$ cat config.mk
export PLATFORM = sky130hd
export DESIGN_NAME = fac_top
export DESIGN_NICKNAME = d
export VERILOG_FILES = /design/src/pkg/fac_pkg.sv /design/src/fac_capture.sv /design/src/fac_apb_decode.sv /design/src/fac_top.sv
export SDC_FILE = /design/constraint.sdc
export NUM_CORES = 1
export LEC_CHECK = 0
export ABC_AREA = 0
export BUFFER_PORTS_ARGS = -buffer_cell sky130_fd_sc_hd__buf_4
export CAP_MARGIN = 30
export CORE_MARGIN = 2
export CORE_UTILIZATION = 42
export CTS_BUF_LIST = sky130_fd_sc_hd__clkbuf_16
export DETAILED_ROUTE_END_ITERATION = 6
export MAX_ROUTING_LAYER = met4
export PLACE_DENSITY = 0.8
export SLEW_MARGIN = 10
export SYNTH_ARGS = -nofsm -noshare
export SYNTH_HDL_FRONTEND = slang
export SYNTH_SLANG_ARGS = --single-unit
$ cat constraint.sdc
create_clock -name pclk -period 1.95 [get_ports pclk]
set_input_delay 0.39 -clock pclk [delete_from_list [all_inputs] [get_ports pclk]]
set_output_delay 0.39 -clock pclk [all_outputs]
set_load 0.02 [all_outputs]
$ cat src/pkg/fac_pkg.sv
`default_nettype none
package fac_pkg;
   // ****************************************
   // Register offsets
   // ****************************************
   localparam logic [11:0] FAC_OFS_FLT_STAT = 12'hD28;
   localparam logic [11:0] FAC_OFS_HF_STAT  = 12'hD2C;
   localparam logic [11:0] FAC_OFS_MM_ADDR  = 12'hD34;
   localparam logic [11:0] FAC_OFS_BF_ADDR  = 12'hD38;

   // ****************************************
   // Field positions and reset values
   // ****************************************
   localparam int          FAC_HF_VECT_BIT  = 1;
   localparam int          FAC_MM_VALID_BIT = 7;
   localparam int          FAC_BF_VALID_BIT = 15;
   localparam logic        FAC_VECT_RST     = 1'b0;
   localparam logic        FAC_VALID_RST    = 1'b0;
   localparam logic [31:0] FAC_RDATA_RST    = 32'h00000000;

   // ****************************************
   // Register select
   // ****************************************
   typedef enum logic [2:0] {
      FAC_REG_NONE,
      FAC_REG_FLT_STAT,
      FAC_REG_HF_STAT,
      FAC_REG_MM_ADDR,
      FAC_REG_BF_ADDR
   } fac_reg_t;

   function automatic fac_reg_t fac_decode(input logic [11:0] ofs);
      fac_reg_t r;
      r = FAC_REG_NONE;
      case (ofs)
         FAC_OFS_FLT_STAT: r = FAC_REG_FLT_STAT;
         FAC_OFS_HF_STAT:  r = FAC_REG_HF_STAT;
         FAC_OFS_MM_ADDR:  r = FAC_REG_MM_ADDR;
         FAC_OFS_BF_ADDR:  r = FAC_REG_BF_ADDR;
         default:          r = FAC_REG_NONE;
      endcase
      return r;
   endfunction : fac_decode
endpackage : fac_pkg
`default_nettype wire

$ cat src/fac_capture.sv
`default_nettype none
// ****************************************
// Fault address capture with valid flag
// ****************************************
module fac_capture #(
   parameter bit USE_REQ = 1'b0
) (
   input  wire logic        pclk,
   input  wire logic        presetn,
   input  wire logic        fault_evt,
   input  wire logic        addr_ok,
   input  wire logic [31:0] req_addr,
   input  wire logic [31:0] sub_addr,
   input  wire logic        sw_wr_addr,
   input  wire logic [31:0] sw_wdata,
   input  wire logic        sw_clr_valid,
   output logic      [31:0] addr_q,
   output logic             valid_q
);
   logic        cap;
   logic [31:0] src_addr;

   assign cap      = fault_evt & addr_ok;
   // Bus class keeps requested address, mem class the sub-access
   assign src_addr = USE_REQ ? req_addr : sub_addr;

   // Address holds until a fault with addr_ok or a write; no reset
   always_ff @(posedge pclk) begin
      if (cap) begin
         addr_q <= src_addr;
      end else if (sw_wr_addr) begin
         addr_q <= sw_wdata;
      end
   end

   // Set wins over clear
   always_ff @(posedge pclk or negedge presetn) begin
      if (!presetn) begin
         valid_q <= fac_pkg::FAC_VALID_RST;
      end else begin
         valid_q <= (valid_q & ~sw_clr_valid) | cap;
      end
   end
endmodule : fac_capture
`default_nettype wire

$ cat src/fac_apb_decode.sv
`default_nettype none
// ****************************************
// APB address and privilege check
// ****************************************
module fac_apb_decode (
   input  wire logic [11:0]     paddr,
   input  wire logic [2:0]      pprot,
   output fac_pkg::fac_reg_t    reg_sel,
   output logic                 acc_err
);
   always_comb begin
      reg_sel = fac_pkg::fac_decode(paddr);
      // Unmapped or unprivileged access is refused
      acc_err = (reg_sel == fac_pkg::FAC_REG_NONE) | ~pprot[0];
   end
endmodule : fac_apb_decode
`default_nettype wire

$ cat src/fac_top.sv
`default_nettype none
// Summary of operation
// - A bus fault on a vector table read sets the vector fault flag, bit 1.
// - The vector fault flag clears only on a write of one to its bit.
// - A memory management fault with mm_addr_ok set loads its address register at 0xD34.
// - An unaligned memory management fault records the sub-access address.
// - A split access may record any byte within the requested span.
// - The memory fault address counts only while its valid flag is set.
// - A bus fault with bus_addr_ok set, other than on a vector table read, loads the bus fault address register at 0xD38.
// - An unaligned bus fault records the address the instruction asked for.
// - The bus fault address counts only while its valid flag is set.
// - Only privileged accesses may read or write the address registers.
module fac_top (
   input  wire logic        pclk,
   input  wire logic        presetn,
   input  wire logic        psel,
   input  wire logic        penable,
   input  wire logic        pwrite,
   input  wire logic [11:0] paddr,
   input  wire logic [2:0]  pprot,
   input  wire logic [31:0] pwdata,
   output logic      [31:0] prdata,
   output logic             pready,
   output logic             pslverr,
   input  wire logic        vect_read_fault,
   input  wire logic        mm_fault,
   input  wire logic        mm_addr_ok,
   input  wire logic [31:0] mm_req_addr,
   input  wire logic [31:0] mm_sub_addr,
   input  wire logic        bus_fault,
   input  wire logic        bus_addr_ok,
   input  wire logic [31:0] bus_req_addr,
   input  wire logic [31:0] bus_sub_addr,
   output logic             hardfault_req,
   output logic             busfault_req
);
   // ****************************************
   // Declarations
   // ****************************************
   fac_pkg::fac_reg_t reg_sel;
   logic              acc_err;
   logic              start;
   logic              done;
   logic              wr_ok;
   logic              pready_q;
   logic              pslverr_q;
   logic       [31:0] prdata_q;
   logic       [31:0] rd_d;
   logic              vect_q;
   logic              hf_req_q;
   logic              bf_req_q;
   logic              wr_hf;
   logic              wr_fs;
   logic              wr_mma;
   logic              wr_bfa;
   logic       [31:0] mm_addr_q;
   logic       [31:0] bf_addr_q;
   logic              mm_valid_q;
   logic              bf_valid_q;

   assign prdata        = prdata_q;
   assign pready        = pready_q;
   assign pslverr       = pslverr_q;
   assign hardfault_req = hf_req_q;
   assign busfault_req  = bf_req_q;

   // ****************************************
   // APB slave
   // ****************************************
   fac_apb_decode u_dec (
      .paddr   (paddr),
      .pprot   (pprot),
      .reg_sel (reg_sel),
      .acc_err (acc_err)
   );

   assign start = psel & penable & ~pready_q;
   assign done  = psel & penable & pready_q;
   assign wr_ok = done & pwrite & ~pslverr_q;
   assign wr_hf  = wr_ok & (reg_sel == fac_pkg::FAC_REG_HF_STAT);
   assign wr_fs  = wr_ok & (reg_sel == fac_pkg::FAC_REG_FLT_STAT);
   assign wr_mma = wr_ok & (reg_sel == fac_pkg::FAC_REG_MM_ADDR);
   assign wr_bfa = wr_ok & (reg_sel == fac_pkg::FAC_REG_BF_ADDR);

   // Read mux
   always_comb begin
      rd_d = fac_pkg::FAC_RDATA_RST;
      case (reg_sel)
         fac_pkg::FAC_REG_FLT_STAT: begin
            rd_d[fac_pkg::FAC_MM_VALID_BIT] = mm_valid_q;
            rd_d[fac_pkg::FAC_BF_VALID_BIT] = bf_valid_q;
         end
         fac_pkg::FAC_REG_HF_STAT: begin
            rd_d[fac_pkg::FAC_HF_VECT_BIT] = vect_q;
         end
         fac_pkg::FAC_REG_MM_ADDR: rd_d = mm_addr_q;
         fac_pkg::FAC_REG_BF_ADDR: rd_d = bf_addr_q;
         default:                  rd_d = fac_pkg::FAC_RDATA_RST;
      endcase
   end

   // One wait state, answer registered
   always_ff @(posedge pclk or negedge presetn) begin
      if (!presetn) begin
         pready_q  <= 1'b0;
         pslverr_q <= 1'b0;
         prdata_q  <= fac_pkg::FAC_RDATA_RST;
      end else if (start) begin
         pready_q  <= 1'b1;
         pslverr_q <= acc_err;
         prdata_q  <= (acc_err | pwrite) ? fac_pkg::FAC_RDATA_RST : rd_d;
      end else begin
         pready_q  <= 1'b0;
         pslverr_q <= 1'b0;
         prdata_q  <= fac_pkg::FAC_RDATA_RST;
      end
   end

   // ****************************************
   // Hard fault status
   // ****************************************
   always_ff @(posedge pclk or negedge presetn) begin
      if (!presetn) begin
         vect_q <= fac_pkg::FAC_VECT_RST;
      end else begin
         vect_q <= (vect_q & ~(wr_hf & pwdata[fac_pkg::FAC_HF_VECT_BIT]))
                   | vect_read_fault;
      end
   end

   // Vector read faults go to hard fault only
   always_ff @(posedge pclk or negedge presetn) begin
      if (!presetn) begin
         hf_req_q <= 1'b0;
         bf_req_q <= 1'b0;
      end else begin
         hf_req_q <= vect_read_fault;
         bf_req_q <= bus_fault & ~vect_read_fault;
      end
   end

   // ****************************************
   // Address capture
   // ****************************************
   fac_capture #(.USE_REQ(1'b0)) u_mm (
      .pclk         (pclk),
      .presetn      (presetn),
      .fault_evt    (mm_fault),
      .addr_ok      (mm_addr_ok),
      .req_addr     (mm_req_addr),
      .sub_addr     (mm_sub_addr),
      .sw_wr_addr   (wr_mma),
      .sw_wdata     (pwdata),
      .sw_clr_valid (wr_fs & pwdata[fac_pkg::FAC_MM_VALID_BIT]),
      .addr_q       (mm_addr_q),
      .valid_q      (mm_valid_q)
   );

   fac_capture #(.USE_REQ(1'b1)) u_bf (
      .pclk         (pclk),
      .presetn      (presetn),
      .fault_evt    (bus_fault & ~vect_read_fault),
      .addr_ok      (bus_addr_ok),
      .req_addr     (bus_req_addr),
      .sub_addr     (bus_sub_addr),
      .sw_wr_addr   (wr_bfa),
      .sw_wdata     (pwdata),
      .sw_clr_valid (wr_fs & pwdata[fac_pkg::FAC_BF_VALID_BIT]),
      .addr_q       (bf_addr_q),
      .valid_q      (bf_valid_q)
   );
endmodule : fac_top
`default_nettype wire

# Word-level counts from Yosys, hierarchy flattened
# Cells that the tools add are included.
# Widths: inputs -> output; s select.
[classes]
n_reduce_logical = 3
eq_ne = 8
n_mux = 16
bitwise = 30
[op_table]
columns = ["operator", "n"]
rows = [
  ["$mux 32", 6],
  ["$eq 12x12->1 const B", 4],
  ["$pmux 16 s2", 1],
  ["$and 1x1->1", 18],
  ["$pmux 7 s2", 1],
  ["$pmux 3 s4", 1],
  ["$pmux 5 s2", 1],
  ["$pmux 1 s3", 3],
  ["$not 1->1", 7],
  ["$eq 3x2->1 const B", 2],
  ["$or 1x1->1", 5],
  ["$reduce_bool 2->1", 2],
  ["$eq 3x1->1 const B", 1],
  ["$eq 3x3->1 const B", 1],
  ["$logic_not 3->1", 1],
  ["$mux 1", 2],
  ["$pmux 1 s2", 1],
]
[totals]
register_bits = 103
out_inout_bits = 36
input_bits = 185
wordCells = 67

# Longest topological paths before layout
[depth]
ltp_word = 9
mapped_depth = 6
ltp_nobuf = 4

# By module
# Synthesis repeated with hierarchy kept, for this count alone.
[hier_totals]
cells_unflattened = 297
area_unflattened_um2 = 4699.5
[by_module_without_submodules]
columns = ["module", "area_each_um2", "seq_area_each_um2", "instances", "cells_per_inst"]
rows = [
  ["fac_capture", 1506.4, 985.9, 2, 72],
  ["fac_top", 1585.3, 925.9, 1, 141],
  ["fac_apb_decode", 101.3, 0.0, 1, 12],
]

# Worst setup path before layout
# No wires, ideal clock.
[synth_path]
path_kind = "input-to-reg"
startpoint = "input paddr[1]"
endpoint = "register u_bf.addr_q[0], enable pin"
setup_slack_ns = -0.866
setup_time_ns = 0.389
cell_stages = 5
t_required_ns = 1.561
arrival_time_ns = 2.426
path_buffers = 1
path_cell_list = "or4b_4 > nor4_4 > buf_6 > nand4b_1 > nand2_1"
[synth_between]
elab_chain_len = 5
elab_cells_between_ends = 8
classes_between = "eq/ne (5); mux (1); bitwise (1); reduce/logical (1)"
[synth_rtl]
columns = ["item", "line_no", "text"]
rows = [
  ["start, declared", "fac_top.sv:19", "input wire logic [11:0] paddr,"],
  ["$eq 12x12->1", "fac_pkg.sv:35", "case (ofs)"],
  ["$pmux 3 s4 (*)", "fac_pkg.sv:35", ""],
  ["$eq 3x3->1 (*)", "fac_top.sv:83", "assign wr_bfa = wr_ok & (reg_sel == fac_pkg::FAC_REG_BF_ADDR);"],
  ["$and 1x1->1 (*)", "fac_top.sv:83", ""],
  ["$reduce_bool 2->1 (no source line) (*)", "n/a", ""],
  ["end signal, assigned", "fac_capture.sv:30", "addr_q <= src_addr;"],
  ["end signal, assigned", "fac_capture.sv:32", "addr_q <= sw_wdata;"],
  ["end, declared", "fac_capture.sv:17", "output logic [31:0] addr_q,"],
]
# Mark *: on every way between the ends. The rest lies on a longest branch, timed or not.
# A chain may end at the register's enable or synchronous reset.

# Worst setup path in the final report
[layout_path]
startpoint = "input paddr[1]"
endpoint = "register prdata_q[2] (netlist: prdata[2])"
[layout_between]
elab_chain_len = 7
elab_cells_between_ends = 13
classes_between = "eq/ne (6); mux (4); bitwise (2); reduce/logical (1)"
[layout_rtl]
columns = ["item", "line_no", "text"]
rows = [
  ["$eq 12x12->1", "fac_pkg.sv:35", ""],
  ["$pmux 3 s4 (*)", "fac_pkg.sv:35", ""],
  ["$logic_not 3->1", "fac_apb_decode.sv:14", "acc_err = (reg_sel == fac_pkg::FAC_REG_NONE) | ~pprot[0];"],
  ["$or 1x1->1", "fac_apb_decode.sv:14", ""],
  ["$or 1x1->1", "fac_top.sv:111", "prdata_q <= (acc_err | pwrite) ? fac_pkg::FAC_RDATA_RST : rd_d;"],
  ["$mux 32 (*)", "fac_top.sv:111", ""],
  ["$mux 32 (*)", "fac_top.sv:108", "end else if (start) begin"],
  ["end signal, assigned", "fac_top.sv:107", "prdata_q <= fac_pkg::FAC_RDATA_RST;"],
  ["end signal, assigned", "fac_top.sv:111", ""],
  ["end signal, assigned", "fac_top.sv:115", "prdata_q <= fac_pkg::FAC_RDATA_RST;"],
  ["end, declared", "fac_top.sv:47", "logic [31:0] prdata_q;"],
]
# Marked as above.

==> run summary <==
WL final = 11600 µm
peak supply drop = 0.578 mV
critical path, cell by cell = buf_4 -> or4b_4 -> nor4_4 -> buf_4 -> buf_6 -> nand4b_1 -> a21oi_2
Combinational Power Share = 0.104
max-cap viol count = 0
first-pass GRT wire length = 17300 µm
IO Pins = 221
sequential fraction of the synthesis area = 0.610
final hold vios = 0
WP buf/inv = 3
Row Count = 38
RSZ-0062 raised after global routing = no
nets = 663
HP Class = input pin to asynchronous set/reset pin
htree depth = 3
CTS root buf = clkbuf_16
Worst-path clk slew = 0.07 ns
synthesis warning total = 0
fmax = 0.539 GHz
final period utilization = 0.952
Finished Layout Cells = 623
largest area contributor in the netlist = edfxtp_1
cell repeated most along the worst path = buf_4
GRT Overall Usage = 0.199
kind of critical path = input pin to flip-flop
die area = 12200 µm²
GRT overflow = 0
Rel. slew slack = 0.637
Clock Latency Late Sink = 0.33 ns
CP max stage delay = 0.58 ns
Clk network pwr share = 0.372
final RePlAce weighted congestion = 0.849
initial antenna violation count = 0
Layout Utilization = 0.587
final setup fails = 0
Mapped Area = 4750 µm²
critical path's top delay family = simple AND/OR/NAND/NOR gates
vias in the first global route = 3411
Synth top area share = 0.405
Post-Synthesis Cells = 319
fin. max-slew vios = 0
Final Skew = 0.00910 ns
Post-Syn Area per Cell = 14.9 µm²
post-detail-place hpwl = 7930 µm
placed cell area = 6120 µm²
Pint = 0.00371 W
drt pass-1 iters = 5
diode count = 0
Slowest cell on crit path = or4b_4
Tmin final = 1.86 ns
total number of vias = 3282
Slew @ Worst Pin = 0.544 ns
Worst EP required = 2.20 ns
status = completed
maximum buffer depth of the clock tree = 2
core area = 10900 µm²
number of remaining DRC errors = 0
final antenna-violating net count = 0
register area = 2900 µm²
vias per cell = 5.27
Crit Path Max Fanout = 17
Switching Share = 0.208
TritonCTS buffer count = 9
final hold slack = 0.0338 ns
Initial Utilization = 0.434
1st-iter DRT viols = 130
post-synthesis cell type count = 35
Post CTS Setup Buffer Count = 0
Worst Setup Start Kind = input pin
pin count of the biggest net entering global routing = 40
CTS Sinks = 103
fraction of layout cells with a size suffix above 1 = 0.592
drt wl/cell = 18.6 µm
Die H = 110 µm
syn nets = 504
Die Wd = 110 µm
Placed Instances = 607
IO buf count = 154
Multi-input gate area = 1700 µm²
Pleak = 2.58 nW
Seq cells post-synth = 103
top post-synthesis cells by area = edfxtp_1 40%, dfrtp_1 21%, mux2_2 14%
TritonCTS clock tree = yes
post-route design area = 6420 µm²
area delta synth->final = 35.2%
Flop pwr share = 0.524
Worst Path Arrival = 2.11 ns
fillers = 913
crit end category = flip-flop
P_sw = 0.000976 W
PD cells = 730 nW/µm²
## registers in the layout, summed over array words and instances, names as in the netlist
name           flops
busfault_req       1
u_mm.addr_q       32
hardfault_req      1
u_bf.valid_q       1
pready             1
pslverr            1
u_mm.valid_q       1
vect_q             1
u_bf.addr_q       32
prdata            32
## layout make-up
class / count / share of cell area
repair buffers: 171 / 0.208
flip-flops and latches: 103 / 0.451
clock buffers: 9 / 0.0351
well taps: 140 / 0.0273
clock inverters: 7 / 0.0101
multi-input cells: 192 / 0.265
inverters: 1 / 0.00273
## cell usage after synthesis
cell       count
a22oi_1        3
clkbuf_1       3
buf_1          5
nand4b_4       1
clkbuf_4       3
o2bb2ai_1      1
buf_4          2
nand2_1       37
nor4_4         2
a21boi_1       1
nor2_1         7
edfxtp_1      64
nand4b_1      30
a2111oi_4      1
nand3b_1       1
buf_6          4
buf_2          4
clkbuf_8       1
a21bo_2        1
dfrtp_1       39
nor3_1         1
buf_8          1
nand4_1        3
a21oi_2       27
or4b_4         1
a21oi_1        2
a21o_1         1
a22o_1         2
mux2_2        61
or3b_4         1
mux2i_1        2
mux2_1         3
nor2b_1        2
nand2_8        1
bufinv_8       1
## through the flow
step           total power [W]  setup TNS [ns]  setup WS, ns
2_1_floorplan          0.00270          -22.50        -0.453
3_3_place_gp           0.00297          -20.71        -0.235
3_5_place_dp           0.00299          -23.21        -0.309
4_1_cts                0.00473               0        0.0412
5_1_grt                0.00485               0        0.0102
6_report               0.00468               0        0.0935
## logic make-up (layout without fill, tap and decap cells)
family	count (synthesis)	after routing	share of synthesized area
buffers and inverters	24	188	0.0377
muxes	66	66	0.156
and+or+nand+nor	87	87	0.123
AOI/OAI and AO/OA	39	39	0.0733
DFF	103	103	0.610
## what timing repair did
| action | 4_1_cts | 5_1_grt |
|---|---|---|
| gates resized for setup | 0 | 1 |
| hold buffers | 0 | 0 |
| endpoints found under the setup margin | 0 | 3 |
## power by group through the flow
stage	Clock, W	Combinational [W]	Sequential, W
finish	0.00174	0.000488	0.00245
global route	0.00186	0.000526	0.00246
CTS	0.00178	0.000493	0.00245
detailed placement	0	0.000490	0.00250
global placement	0	0.000475	0.00249
floorplan	0	0.000204	0.00250
## routing by layer
layer	up-vias	part of all wire	GRT usage
li1	1518	-	-
met1	1620	0.39	0.221
met4	0	0.033	0.102
met2	112	0.53	0.347
met3	32	0.047	0.0312
met5	-	0	-
## final timing paths
kind	slack, ns	to	start	cells past startpoint
max	0.09	prdata[2]	paddr[1]	7
min	0.03	prdata[3]	presetn	1
max reg2reg	0.42	u_bf.addr_q[17]	pslverr	5
min reg2reg	0.50	u_mm.valid_q	u_mm.valid_q	1
max in group asynchronous	1.53	prdata[11]	presetn	1
min in group pclk	0.19	hardfault_req	vect_read_fault	1
## cell usage in the layout (no fill, tap or decap), drive strengths merged, types with 2 or more instances in the layout
| cell | instances |
|---|---|
| dfrtp | 39 |
| nand4b | 31 |
| a22oi | 3 |
| nand2 | 38 |
| clkinv | 4 |
| nor4 | 2 |
| mux2i | 2 |
| mux2 | 64 |
| edfxtp | 64 |
| a22o | 2 |
| nor2 | 7 |
| buf | 171 |
| a21oi | 29 |
| inv | 2 |
| bufinv | 2 |
| clkbuf | 9 |
| nor2b | 2 |
| nand4 | 3 |
Note: power is estimated with default switching activity, not from simulation.
